## config.mk

```make
export PLATFORM = sky130hd
export DESIGN_NAME = dlim_unit
export DESIGN_NICKNAME = d
export VERILOG_FILES = /design/src/dlim_pkg.sv /design/src/dlim_unit.sv
export SDC_FILE = /design/constraint.sdc
export NUM_CORES = 1
export LEC_CHECK = 0
export BUFFER_PORTS_ARGS = -buffer_cell sky130_fd_sc_hd__buf_2
export CORE_MARGIN = 2
export CORE_UTILIZATION = 49
export DETAILED_ROUTE_END_ITERATION = 7
export PLACE_DENSITY = 0.67
export SYNTH_ARGS = -nofsm -noshare
export SYNTH_HDL_FRONTEND = slang
export SYNTH_SLANG_ARGS = --single-unit
```

## constraint.sdc

```tcl
create_clock -name aclk -period 54.6 [get_ports aclk]
set_input_delay 5.46 -clock aclk [delete_from_list [all_inputs] [get_ports aclk]]
set_output_delay 5.46 -clock aclk [all_outputs]
set_load 0.01 [all_outputs]
```

## src/dlim_pkg.sv

```systemverilog
// constants for the dual level interrupt mask unit
package dlim_pkg;

    ////////////////////////////////////////////////////////////////////////
    // register byte addresses
    localparam logic [31:0] ADDR_NORM_STATUS = 32'hffff0000;
    localparam logic [31:0] ADDR_NORM_RAW = 32'hffff0004;
    localparam logic [31:0] ADDR_NORM_EN = 32'hffff0008;
    localparam logic [31:0] ADDR_NORM_CLR = 32'hffff000c;
    localparam logic [31:0] ADDR_PROG_CTRL = 32'hffff0010;
    localparam logic [31:0] ADDR_VEC_BASE = 32'hffff0014;
    localparam logic [31:0] ADDR_VEC_PTR = 32'hffff001c;
    localparam logic [31:0] ADDR_PRI0 = 32'hffff0020;
    localparam logic [31:0] ADDR_VEC_CTRL = 32'hffff0030;
    localparam logic [31:0] ADDR_FAST_STATUS = 32'hffff0100;
    localparam logic [31:0] ADDR_FAST_RAW = 32'hffff0104;
    localparam logic [31:0] ADDR_FAST_EN = 32'hffff0108;
    localparam logic [31:0] ADDR_FAST_CLR = 32'hffff010c;

    ////////////////////////////////////////////////////////////////////////
    // field positions and sizes
    localparam int NUM_SRC = 32;
    localparam int FAST_OR_BIT = 0;
    localparam int SOFT_SRC_BIT = 1;
    localparam int FIRST_PERIPH_BIT = 2;
    localparam int PROG_NORM_BIT = 1;
    localparam int PROG_FAST_BIT = 2;
    localparam int VCTL_NORM_BIT = 0;
    localparam int VCTL_FAST_BIT = 1;
    localparam int BASE_W = 16;
    localparam int PRI_W = 3;
    localparam int NUM_LEVELS = 8;
    localparam int NUM_PRI_REGS = 4;
    localparam int PRI_FIELDS = 8;
    localparam int VEC_SRC_LSB = 2;
    localparam int VEC_BASE_LSB = 7;

    ////////////////////////////////////////////////////////////////////////
    // reset values and bus answers
    localparam logic [31:0] RST_WORD = 32'h00000000;
    localparam logic [1:0] RESP_OKAY = 2'h0;
    localparam logic [1:0] RESP_SLVERR = 2'h2;

endpackage

```

## src/dlim_unit.sv

```systemverilog
// dual level interrupt mask unit with axi4-lite register slave
`timescale 1ns/1ps

// Overview of operation
// - normal status bits 31..2 are raw AND enable; ORed request
// - non-vectored mode: no encoding, software reads status
// - raw bits 31..2 follow peripheral interrupt lines, read-only
// - normal enable: write one sets, zero ignored
// - normal clear: write one clears that enable
// - fast enable and clear behave the same
// - fast status bits 31..1 ORed, bit 0
// - fast enable set clears normal enable bit
// - normal enable set clears fast enable bit
// - source may be disabled on both paths
// - programmed interrupts unmaskable, hit status and raw
// - control bit 2 drives fast bit 1
// - control bit 1 drives normal bit 1
// - vectored control bit 0 enables normal vectoring; bit 1 is only stored
// - eight nesting levels on the normal path only, fast first
// - sources 31..1 each have priority 0 to 7
// - vector base 16 bits, upper bits read zero
// - vector reads base and highest active source
// - same bit mapping on both paths
module dlim_unit (
    // clock and reset
    input wire logic aclk,
    input wire logic aresetn,
    // peripheral interrupt lines, bits 1 and 0 unused
    input wire logic [31:0] src_irq,
    // requests to the core
    output logic normal_req,
    output logic fast_req,
    // axi4-lite write address
    input wire logic [31:0] s_axi_awaddr,
    input wire logic s_axi_awvalid,
    output logic s_axi_awready,
    // axi4-lite write data
    input wire logic [31:0] s_axi_wdata,
    input wire logic [3:0] s_axi_wstrb,
    input wire logic s_axi_wvalid,
    output logic s_axi_wready,
    // axi4-lite write response
    output logic [1:0] s_axi_bresp,
    output logic s_axi_bvalid,
    input wire logic s_axi_bready,
    // axi4-lite read address
    input wire logic [31:0] s_axi_araddr,
    input wire logic s_axi_arvalid,
    output logic s_axi_arready,
    // axi4-lite read data
    output logic [31:0] s_axi_rdata,
    output logic [1:0] s_axi_rresp,
    output logic s_axi_rvalid,
    input wire logic s_axi_rready
);

    ////////////////////////////////////////////////////////////////////////
    // state
    logic [31:0] src_q;
    logic [31:0] norm_en;
    logic [31:0] fast_en;
    logic [31:0] norm_status;
    logic [31:0] fast_status;
    logic [31:0] norm_raw;
    logic [31:0] fast_raw;
    logic [1:0] prog;
    logic [1:0] vctl;
    logic [15:0] vec_base;
    logic [2:0] pri [32];
    logic [7:0] in_service;
    logic [4:0] vec_src;
    logic [2:0] vec_pri;
    logic vec_valid;
    logic aw_full;
    logic w_full;
    logic [31:0] aw_addr_q;
    logic [31:0] w_data_q;
    logic [3:0] w_strb_q;

    ////////////////////////////////////////////////////////////////////////
    // next values of status and raw bits
    wire prog_norm = prog[0];
    wire prog_fast = prog[1];
    wire [29:0] periph = src_q[31:2];
    wire [30:0] fast_hi = {periph & fast_en[31:2], prog_fast};
    wire fast_or = |fast_hi;
    wire [31:0] next_fast_status = {fast_hi, fast_or};
    wire [31:0] next_fast_raw = {periph, prog_fast, fast_or};
    wire [31:0] next_norm_raw = {periph, prog_norm, fast_or};
    // bit 1 bypasses the mask: programmed interrupts cannot be masked
    wire [31:0] next_norm_status =
        {periph & norm_en[31:2], prog_norm, fast_or};

    ////////////////////////////////////////////////////////////////////////
    // write channel handshake and decode
    wire aw_take = s_axi_awvalid & s_axi_awready;
    wire w_take = s_axi_wvalid & s_axi_wready;
    wire do_write = aw_full & w_full & ~s_axi_bvalid;
    wire next_aw_full = aw_full ? ~do_write : aw_take;
    wire next_w_full = w_full ? ~do_write : w_take;
    wire next_bvalid = do_write | (s_axi_bvalid & ~s_axi_bready);
    wire [31:0] wmask = {{8{w_strb_q[3]}}, {8{w_strb_q[2]}},
                         {8{w_strb_q[1]}}, {8{w_strb_q[0]}}};
    wire [31:0] wd = w_data_q & wmask;
    wire sel_norm_en = do_write & (aw_addr_q == dlim_pkg::ADDR_NORM_EN);
    wire sel_norm_clr = do_write & (aw_addr_q == dlim_pkg::ADDR_NORM_CLR);
    wire sel_fast_en = do_write & (aw_addr_q == dlim_pkg::ADDR_FAST_EN);
    wire sel_fast_clr = do_write & (aw_addr_q == dlim_pkg::ADDR_FAST_CLR);
    wire sel_prog = do_write & (aw_addr_q == dlim_pkg::ADDR_PROG_CTRL);
    wire sel_vctl = do_write & (aw_addr_q == dlim_pkg::ADDR_VEC_CTRL);
    wire sel_base = do_write & (aw_addr_q == dlim_pkg::ADDR_VEC_BASE);
    wire sel_vec = do_write & (aw_addr_q == dlim_pkg::ADDR_VEC_PTR);
    wire wr_pri = (aw_addr_q[31:4] == dlim_pkg::ADDR_PRI0[31:4]);
    // read-only registers answer okay but change nothing
    wire wr_ro = (aw_addr_q == dlim_pkg::ADDR_NORM_STATUS) |
                 (aw_addr_q == dlim_pkg::ADDR_NORM_RAW) |
                 (aw_addr_q == dlim_pkg::ADDR_FAST_STATUS) |
                 (aw_addr_q == dlim_pkg::ADDR_FAST_RAW);
    wire wr_hit = sel_norm_en | sel_norm_clr | sel_fast_en | sel_fast_clr |
                  sel_prog | sel_vctl | sel_base | sel_vec |
                  (do_write & (wr_pri | wr_ro));
    wire [31:0] norm_set = sel_norm_en ? wd : dlim_pkg::RST_WORD;
    wire [31:0] norm_clr = sel_norm_clr ? wd : dlim_pkg::RST_WORD;
    wire [31:0] fast_set = sel_fast_en ? wd : dlim_pkg::RST_WORD;
    wire [31:0] fast_clr = sel_fast_clr ? wd : dlim_pkg::RST_WORD;
    // zeros written to an enable leave it alone; both may end up zero
    wire [31:0] next_norm_en =
        (norm_en & ~norm_clr & ~fast_set) | norm_set;
    wire [31:0] next_fast_en =
        (fast_en & ~fast_clr & ~norm_set) | fast_set;
    wire [1:0] next_prog = (sel_prog & w_strb_q[0]) ?
        w_data_q[dlim_pkg::PROG_FAST_BIT:dlim_pkg::PROG_NORM_BIT] : prog;
    wire [1:0] next_vctl = (sel_vctl & w_strb_q[0]) ?
        w_data_q[1:0] : vctl;
    wire [15:0] next_base = (vec_base & ~wmask[15:0]) |
        (sel_base ? wd[15:0] : vec_base & wmask[15:0]);

    // priority fields: four words of eight nibbles, source 0 not stored
    logic [2:0] next_pri [32];
    always_comb
    begin
        for (int s = 0; s < dlim_pkg::NUM_SRC; s++)
        begin
            next_pri[s] = pri[s];
            if (do_write && wr_pri && s != 0 &&
                aw_addr_q[3:2] == 2'(s / dlim_pkg::PRI_FIELDS) &&
                w_strb_q[(s % dlim_pkg::PRI_FIELDS) / 2])
            begin
                next_pri[s] = w_data_q[4 * (s % 8) +: 3];
            end
        end
    end

    ////////////////////////////////////////////////////////////////////////
    // highest priority pending normal source, lower value wins, then
    // lower bit number; bit 0 is the fast summary and is never vectored
    logic cand_valid;
    logic [2:0] cand_pri;
    logic [4:0] cand_src;
    always_comb
    begin
        cand_valid = 1'b0;
        cand_pri = 3'h7;
        cand_src = 5'h00;
        for (int s = dlim_pkg::NUM_SRC - 1; s >= 1; s--)
        begin
            if (norm_status[s] && (!cand_valid || pri[s] <= cand_pri))
            begin
                cand_valid = 1'b1;
                cand_pri = pri[s];
                cand_src = 5'(s);
            end
        end
    end

    // a request may preempt only levels strictly below it
    wire [8:0] le_levels = (9'h002 << cand_pri) - 9'h001;
    wire nest_ok = cand_valid & ((in_service & le_levels[7:0]) == 8'h00);
    wire fast_any = |fast_status[31:1];
    // in vectored mode fast outranks normal, so normal waits while fast is up
    wire next_normal_req = vctl[dlim_pkg::VCTL_NORM_BIT] ?
        (nest_ok & ~fast_any) : |norm_status;
    wire next_fast_req = fast_any;

    ////////////////////////////////////////////////////////////////////////
    // read channel
    wire ar_take = s_axi_arvalid & s_axi_arready;
    wire next_rvalid = ar_take | (s_axi_rvalid & ~s_axi_rready);
    wire rd_vec = ar_take & (s_axi_araddr == dlim_pkg::ADDR_VEC_PTR);
    // reading the vector acknowledges the source and opens its level;
    // a write to the vector ends the innermost level
    wire push = rd_vec & vctl[dlim_pkg::VCTL_NORM_BIT] & vec_valid;
    wire [7:0] popped = sel_vec ? (in_service & (in_service - 8'h01))
                                : in_service;
    wire [7:0] next_in_service = popped | (push ? (8'h01 << vec_pri) : 8'h00);
    wire [31:0] vec_word = {9'h000, vec_base, vec_src, 2'h0};

    logic [31:0] rd_word;
    logic rd_hit;
    always_comb
    begin
        rd_word = dlim_pkg::RST_WORD;
        rd_hit = 1'b1;
        case (s_axi_araddr)
            dlim_pkg::ADDR_NORM_STATUS: rd_word = norm_status;
            dlim_pkg::ADDR_NORM_RAW: rd_word = norm_raw;
            dlim_pkg::ADDR_NORM_EN: rd_word = norm_en;
            dlim_pkg::ADDR_NORM_CLR: rd_word = dlim_pkg::RST_WORD;
            dlim_pkg::ADDR_PROG_CTRL: rd_word = {29'h0, prog, 1'b0};
            dlim_pkg::ADDR_VEC_BASE: rd_word = {16'h0000, vec_base};
            dlim_pkg::ADDR_VEC_PTR: rd_word = vec_word;
            dlim_pkg::ADDR_VEC_CTRL: rd_word = {30'h0, vctl};
            dlim_pkg::ADDR_FAST_STATUS: rd_word = fast_status;
            dlim_pkg::ADDR_FAST_RAW: rd_word = fast_raw;
            dlim_pkg::ADDR_FAST_EN: rd_word = fast_en;
            dlim_pkg::ADDR_FAST_CLR: rd_word = dlim_pkg::RST_WORD;
            default:
            begin
                if (s_axi_araddr[31:4] == dlim_pkg::ADDR_PRI0[31:4])
                begin
                    for (int n = 0; n < dlim_pkg::PRI_FIELDS; n++)
                    begin
                        if (s_axi_araddr[3:2] != 2'h0 || n != 0)
                        begin
                            rd_word[4 * n +: 3] =
                                pri[{s_axi_araddr[3:2], 3'(n)}];
                        end
                    end
                end
                else
                begin
                    rd_hit = 1'b0;
                end
            end
        endcase
    end

    ////////////////////////////////////////////////////////////////////////
    // interrupt state
    always_ff @(posedge aclk)
    begin
        if (!aresetn)
        begin
            src_q <= dlim_pkg::RST_WORD;
            norm_en <= dlim_pkg::RST_WORD;
            fast_en <= dlim_pkg::RST_WORD;
            norm_status <= dlim_pkg::RST_WORD;
            fast_status <= dlim_pkg::RST_WORD;
            norm_raw <= dlim_pkg::RST_WORD;
            fast_raw <= dlim_pkg::RST_WORD;
            prog <= 2'h0;
            vctl <= 2'h0;
            vec_base <= 16'h0000;
            in_service <= 8'h00;
            vec_src <= 5'h00;
            vec_pri <= 3'h0;
            vec_valid <= 1'b0;
            normal_req <= 1'b0;
            fast_req <= 1'b0;
        end
        else
        begin
            src_q <= src_irq;
            norm_en <= next_norm_en;
            fast_en <= next_fast_en;
            norm_status <= next_norm_status;
            fast_status <= next_fast_status;
            norm_raw <= next_norm_raw;
            fast_raw <= next_fast_raw;
            prog <= next_prog;
            vctl <= next_vctl;
            vec_base <= next_base;
            in_service <= next_in_service;
            vec_src <= cand_src;
            vec_pri <= cand_pri;
            vec_valid <= cand_valid;
            normal_req <= next_normal_req;
            fast_req <= next_fast_req;
        end
    end

    always_ff @(posedge aclk)
    begin
        if (!aresetn)
        begin
            for (int s = 0; s < dlim_pkg::NUM_SRC; s++)
            begin
                pri[s] <= 3'h0;
            end
        end
        else
        begin
            pri <= next_pri;
        end
    end

    ////////////////////////////////////////////////////////////////////////
    // bus slave registers
    always_ff @(posedge aclk)
    begin
        if (!aresetn)
        begin
            aw_full <= 1'b0;
            w_full <= 1'b0;
            aw_addr_q <= dlim_pkg::RST_WORD;
            w_data_q <= dlim_pkg::RST_WORD;
            w_strb_q <= 4'h0;
            s_axi_awready <= 1'b0;
            s_axi_wready <= 1'b0;
            s_axi_bvalid <= 1'b0;
            s_axi_bresp <= dlim_pkg::RESP_OKAY;
            s_axi_arready <= 1'b0;
            s_axi_rvalid <= 1'b0;
            s_axi_rdata <= dlim_pkg::RST_WORD;
            s_axi_rresp <= dlim_pkg::RESP_OKAY;
        end
        else
        begin
            aw_full <= next_aw_full;
            w_full <= next_w_full;
            if (aw_take)
            begin
                aw_addr_q <= s_axi_awaddr;
            end
            if (w_take)
            begin
                w_data_q <= s_axi_wdata;
                w_strb_q <= s_axi_wstrb;
            end
            s_axi_awready <= ~next_aw_full & ~next_bvalid;
            s_axi_wready <= ~next_w_full & ~next_bvalid;
            s_axi_bvalid <= next_bvalid;
            if (do_write)
            begin
                s_axi_bresp <= wr_hit ? dlim_pkg::RESP_OKAY
                                      : dlim_pkg::RESP_SLVERR;
            end
            s_axi_arready <= ~next_rvalid;
            s_axi_rvalid <= next_rvalid;
            if (ar_take)
            begin
                s_axi_rdata <= rd_word;
                s_axi_rresp <= rd_hit ? dlim_pkg::RESP_OKAY
                                      : dlim_pkg::RESP_SLVERR;
            end
        end
    end

endmodule

```

# After elaboration in Yosys (flattened, before gate mapping)
# Index checks and enable logic that the tools add are counted.
[op_classes]
addsub = 2
magnitude_cmp = 38
n_eq_ne = 29
n_shift = 2
mux = 156
bitwise_logic = 77
reduce_logical = 126
[op_table]
columns = ["operator", "n"]
rows = [
  ["32-bit equality test (second input constant)", 24],
  ["3-bit two-way mux", 60],
  ["32-bit bitwise AND", 5],
  ["32-bit two-way mux", 4],
  ["32-bit NOT", 4],
  ["3-bit binary-select mux with 5-bit select", 8],
  ["3-bit <= comparator", 30],
  ["3-bit case mux with 9 select lines", 3],
  ["5-bit two-way mux", 16],
  ["32-bit OR", 2],
  ["31-bit OR reduction", 2],
  ["30-bit bitwise AND", 2],
  ["28-bit equality test (second input constant)", 2],
  ["1-bit logical AND", 51],
  ["6-bit >= comparator (second input constant)", 8],
  ["5-bit NOT with 6-bit output", 8],
  ["3-bit case mux with 8 select lines", 2],
  ["3-bit case mux with 7 select lines", 2],
  ["1-bit two-way mux", 37],
  ["3-bit case mux with 11 select lines", 1],
  ["16-bit bitwise AND", 2],
  ["4-bit two-way mux", 8],
  ["1-bit case mux with 8 select lines", 4],
  ["32-bit OR reduction", 1],
  ["29 further kinds", 144],
]
[totals]
reg_bits = 467
inputBits = 139
out_inout_bits = 43
wordCells = 494

# Logic depth before layout (Yosys ltp)
[depth]
word_depth = 128
ltp_mapped = 238
ltp_nobuf = 230

# Worst setup path before layout
# OpenSTA, ideal clock, no wires.
[synth_timing]
path_kind = "register to register"
start = "register norm_status[31]"
end = "register normal_req"
arrival_ns = 39.564
path_slack_ns = 14.949
stages_incl_launch_ff = 215
path_buffers = 8
path_cell_list = "dfxtp_1 buf_2 inv_1 nor2_1 ha_1 and3b_1 o211ai_1 a21boi_0 or2_2 ha_1 nor2b_1 nor3_1 o21ai_0 o211ai_1 a21boi_0 ha_1 nand3_1 o31ai_1 [... 179 more ...] and3b_1 o21ai_2 nand2b_1 ha_1 a21o_1 a21oi_1 a31oi_1 nand2_1 nand2_1 nand2_1 o21ai_0 a41oi_4 nand2b_1 ha_1 nor4b_1 mux2_2 a311o_1 o31ai_1"
[synth_between]
elab_chain_len = 128
word_cells_on_any_way = 190
cone_classes = "add/sub (1); order compare (30); shift (1); mux (63); bitwise (3); reduce/logical (92)"
[synth_rtl]
columns = ["element", "line", "rtl"]
rows = [
  ["start: declaration", "dlim_unit.sv:62", "logic [31:0] norm_status;"],
  ["start signal: assignment", "dlim_unit.sv:247", "norm_status <= dlim_pkg::RST_WORD;"],
  ["start signal: assignment", "dlim_unit.sv:266", "norm_status <= next_norm_status;"],
  ["3-bit two-way mux / 1-bit two-way mux (equally long branches)", "dlim_unit.sv:167", "if (norm_status[s] && (!cand_valid || pri[s] <= cand_pri))"],
  ["3-bit <= comparator / 1-bit logical NOT (equally long branches)", "dlim_unit.sv:167", ""],
  ["1-bit logical OR", "dlim_unit.sv:167", ""],
  ["1-bit logical AND", "dlim_unit.sv:167", ""],
  ["3-bit two-way mux / 1-bit two-way mux (equally long branches)", "dlim_unit.sv:167", ""],
  ["3-bit <= comparator / 1-bit logical NOT (equally long branches)", "dlim_unit.sv:167", ""],
  ["1-bit logical OR", "dlim_unit.sv:167", ""],
  ["1-bit logical AND", "dlim_unit.sv:167", ""],
  ["[... 112 more ...]", "--", ""],
  ["3-bit two-way mux", "dlim_unit.sv:167", ""],
  ["2-bit by 3-bit left shift with 8-bit output", "dlim_unit.sv:177", "wire [8:0] le_levels = (9'h002 << cand_pri) - 9'h001;"],
  ["8-bit by 1-bit subtractor with 8-bit output", "dlim_unit.sv:177", ""],
  ["8-bit bitwise AND", "dlim_unit.sv:178", "wire nest_ok = cand_valid & ((in_service & le_levels[7:0]) == 8'h00);"],
  ["8-bit logical NOT", "dlim_unit.sv:178", ""],
  ["1-bit bitwise AND", "dlim_unit.sv:178", ""],
  ["1-bit bitwise AND", "dlim_unit.sv:182", "(nest_ok & ~fast_any) : |norm_status;"],
  ["1-bit two-way mux (*)", "dlim_unit.sv:181", "wire next_normal_req = vctl[dlim_pkg::VCTL_NORM_BIT] ?"],
  ["end signal: assignment", "dlim_unit.sv:277", "normal_req <= next_normal_req;"],
  ["end: declaration", "dlim_unit.sv:31", "output logic normal_req,"],
]
# Every way passes the cells marked *; elsewhere a longest branch is shown, timed or not.
# A chain may end at the register's enable or synchronous reset.

# Final worst setup path
# Ends and elaborated chain as after synthesis.

==> results.py <==
metrics = {
    "critical_path": {
        "cpMaxStageDelayCell": "dfxtp_1",
        "crit_fanout": 13,
        "crit_arrival_ns": 47.74,
        "r2r_start": "norm_status[31]",
        "cp_common_cell": "ha_1",
        "cp-end-kind": "register",
        "required_ns": 55.09,
        "r2r_slack_ns": 7.34,
        "r2r_cells": 214,
        "startpoint_type": "register",
        "critPathMaxStageDelay_ns": 0.69,
        "path_class": "register to register",
        "r2r_end": "normal_req",
    },
    "floorplanning": {
        "die_w_um": 216,
        "die_height_um": 216,
        "boundaryPins": 182,
        "num_rows": 77,
        "core-area_um2": 44200,
        "die_area_um2": 46400,
        "initial_core_util": 0.496,
    },
    "placed_design": {
        "post_dp_cell_area_um2": 23200,
        "portBuffers": 177,
        "gp_congestion": 0.988,
        "post-place-ws_ns": 8.12,
        "dpl.hpwl_mm": 56.7,
    },
    "synthesis": {
        "synth-simple-area-share": 0.228,
        "synth_fa_ha_area_frac": 0.0519,
        "synth_ff_type": "dfxtp_1",
        "syn_area_um2": 21900,
        "synth-compound-area-share": 0.237,
        "synth_edf_count": 0,
        "synth_cell_types": 91,
        "synth_area_per_cell_um2": 8.54,
        "synth.area.mux_share": 0.0515,
        "yosysSeqAreaShare": 0.391,
        "ys_warn_count": 0,
        "synth_top_family_by_area": "compound AO/OA/AOI/OAI gates",
        "async_flop_share": 0,
        "synth_xor_area_frac": 0.000399,
        "synthCells": 2567,
        "synth-seq-cells": 428,
    },
    "clock_network": {
        "clk_pin_slew_ns": 0.07,
        "root_buffer": "clkbuf_16",
        "cts_tree": "yes",
        "htreeDepth": 2,
        "clock_latency_ns": 0.58,
        "cts_setup_buffers": 0,
        "clock-sinks": 428,
        "post_cts_resized": 0,
        "clk_path_buf_depth": 3,
        "numCtsBuffers": 44,
        "cts-hold-fix-buffers": 0,
    },
    "layout": {
        "fillCellCount": 4072,
        "register_area_um2": 8570,
        "area_delta_synth_final_pct": 12.4,
        "design_area_um2": 24600,
        "drive_above_1_share": 0.141,
        "fin_nets": 2884,
        "multi_input_area_um2": 12500,
        "antenna_cells": 0,
    },
    "power_and_ir_drop": {
        "power_frac_comb": 0.047,
        "p_clk_frac": 0.461,
        "peakVddDrop_mv": 0.0334,
        "p_sw_mw": 0.156,
        "p_int_mw": 0.510,
        "p_sw_frac": 0.234,
        "p_per_area_nw_per_um2": 27.0,
        "seq_power_share": 0.492,
        "p_leak_nw": 9.84,
    },
    "timing": {
        "relSlewSlack": 0.262,
        "tns_ns": 0,
        "skew_ns": 0.0164,
        "min_period_ns": 47.26,
        "setup_viol": 0,
        "maxSlewViolCount": 0,
        "layout_setup_ws_ns": 7.34,
        "timing.final.hold_violations": 0,
        "fmax_mhz": 21.2,
        "rsz0062_at_grt": "false",
        "tightest_slew_ns": 1.11,
        "finalCritPeriodShare": 0.866,
    },
    "global_routing": {
        "track_usage": 0.331,
        "grt_pass1_vias": 19435,
        "antenna_found_initial": 0,
        "grt_overflow": 0,
        "grt_pass1_wl_mm": 118,
        "grt_max_degree": 166,
    },
    "drt": {
        "drtPass1Iterations": 6,
        "vias": 20584,
        "ant_nets": 0,
        "drc": 0,
        "drt_wl_total_mm": 78.1,
        "drt_iter0_markers": 2343,
        "viasPerCell": 6.28,
        "post_drt_wl_per_cell_um": 23.8,
    },
    "worst_hold_path": {
        "holdPathStages": 1,
        "min_path_type": "register to register",
        "hold_start": "aw_full",
        "min_to": "s_axi_awready",
    },
    "outcome": {
        "status": "complete, no violations",
    },
    "flow_run": {
        "max_cap_violations": 0,
    },
}
state kept, by name, indices dropped and copies added (netlist names), 5 cells and up:
signal       flops
aw_addr_q       32
vec_base        16
s_axi_rdata     32
w_data_q        32
fast_status     31
in_service       8
pri             93
vec_src          5
norm_raw        30
fast_en         32
src_q           30
norm_en         32
norm_status     32
cell usage in the layout (no fill, tap or decap), types with 15 or more instances in the layout:
cell | synthesis | layout
inv_1 | 59 | 59
clkbuf_16 | 0 | 44
o21a_1 | 37 | 37
nor2_1 | 77 | 73
mux4_2 | 21 | 21
buf_4 | 2 | 29
a21boi_0 | 211 | 211
a21oi_1 | 49 | 49
nand3_1 | 166 | 165
o21ai_0 | 191 | 191
and3_1 | 74 | 74
a22o_1 | 26 | 26
nor3_1 | 20 | 17
buf_2 | 6 | 176
mux2i_1 | 33 | 33
a31oi_1 | 29 | 29
mux2_2 | 29 | 29
nand2b_1 | 15 | 15
ha_1 | 91 | 91
dfxtp_1 | 428 | 428
and2_1 | 111 | 110
a22oi_1 | 19 | 19
nor2b_1 | 63 | 63
nand2_1 | 391 | 391
a221oi_1 | 47 | 47
power by group through the flow:
stage	sequential [mW]	combinational (mW)	clock [mW]
floorplan	0.329	0.0192	0
global placement	0.334	0.0305	0
detailed placement	0.334	0.0311	0
CTS	0.327	0.0312	0.309
global route	0.328	0.0344	0.323
finish	0.327	0.0315	0.307
cells in the mapped netlist (14+ instances only):
cell      instances  area [um^2]
a22oi_1          19          143
inv_1            59          221
ha_1             91         1140
mux2i_1          33          330
a21oi_1          49          245
nor2_1           77          289
nand3_1         166          831
o21ai_0         191          956
a221oi_1         47          412
mux2_2           29          327
dfxtp_1         428         8570
nor4_1           15         93.8
a22o_1           26          228
and3_1           74          463
a31oi_1          29          181
and2_1          111          694
nor2b_1          63          394
nand2_1         391         1470
nor3_1           20          100
a222oi_1         14          140
a21boi_0        211         1580
nand2b_1         15         93.8
o21a_1           37          278
clkbuf_1        143          537
mux4_2           21          473
stage by stage:
| stage | std cells | hold slack [ns] | utilization | total power, mW |
|---|---|---|---|---|
| global placement | 3200 | 0.447 | 0.524 | 0.364 |
| CTS | 3280 | 0.450 | 0.557 | 0.667 |
| global route | 3280 | 0.484 | 0.557 | 0.685 |
| detailed placement | 3200 | 0.446 | 0.524 | 0.365 |
| floorplan | 2568 | 0.422 | - | 0.349 |
| finish | 3280 | 0.451 | 0.557 | 0.666 |
cells by family after synthesis:
family	count (synthesis)
simple gates	1001
compound gates	737
flops	428
buf+inv	225
fa+ha+maj	91
mux	83
other cells	1
xor+xnor	1
routing by layer:
layer / GRT usage / part of all wire / up-vias
met4: 0.154 / 0.052 / 0
li1: - / - / 9450
met5: 0 / 0 / -
met1: 0.455 / 0.42 / 9885
met3: 0.0575 / 0.098 / 206
met2: 0.506 / 0.43 / 1043
critical path, delay by kind of cell (launching register included):
family          cells  cell delay [ns]
fa+ha+maj          31             8.55
compound gates    104            23.13
buf+inv             7             1.13
mux                 9             3.09
simple gates       63            10.44
flops               1             0.69
final cells by class:
cell class | count | area share
repair buffers | 206 | 0.0452
well taps | 592 | 0.0301
inverters | 59 | 0.00898
clock buffers | 65 | 0.0523
multi-input cells | 1915 | 0.509
clock inverters | 15 | 0.00711
flip-flops and latches | 428 | 0.348
worst max path at each step:
stage                     from    endpoint  slack [ns]  cells past startpoint
2_1_floorplan  norm_status[31]  normal_req       14.95                    214
3_3_place_gp   norm_status[31]  normal_req        8.97                    212
3_5_place_dp   norm_status[31]  normal_req        8.12                    214
4_1_cts        norm_status[31]  normal_req        7.99                    214
5_1_grt        norm_status[31]  normal_req        3.47                    212
6_report       norm_status[31]  normal_req        7.34                    214
Note: power is estimated with default switching activity, not from simulation.
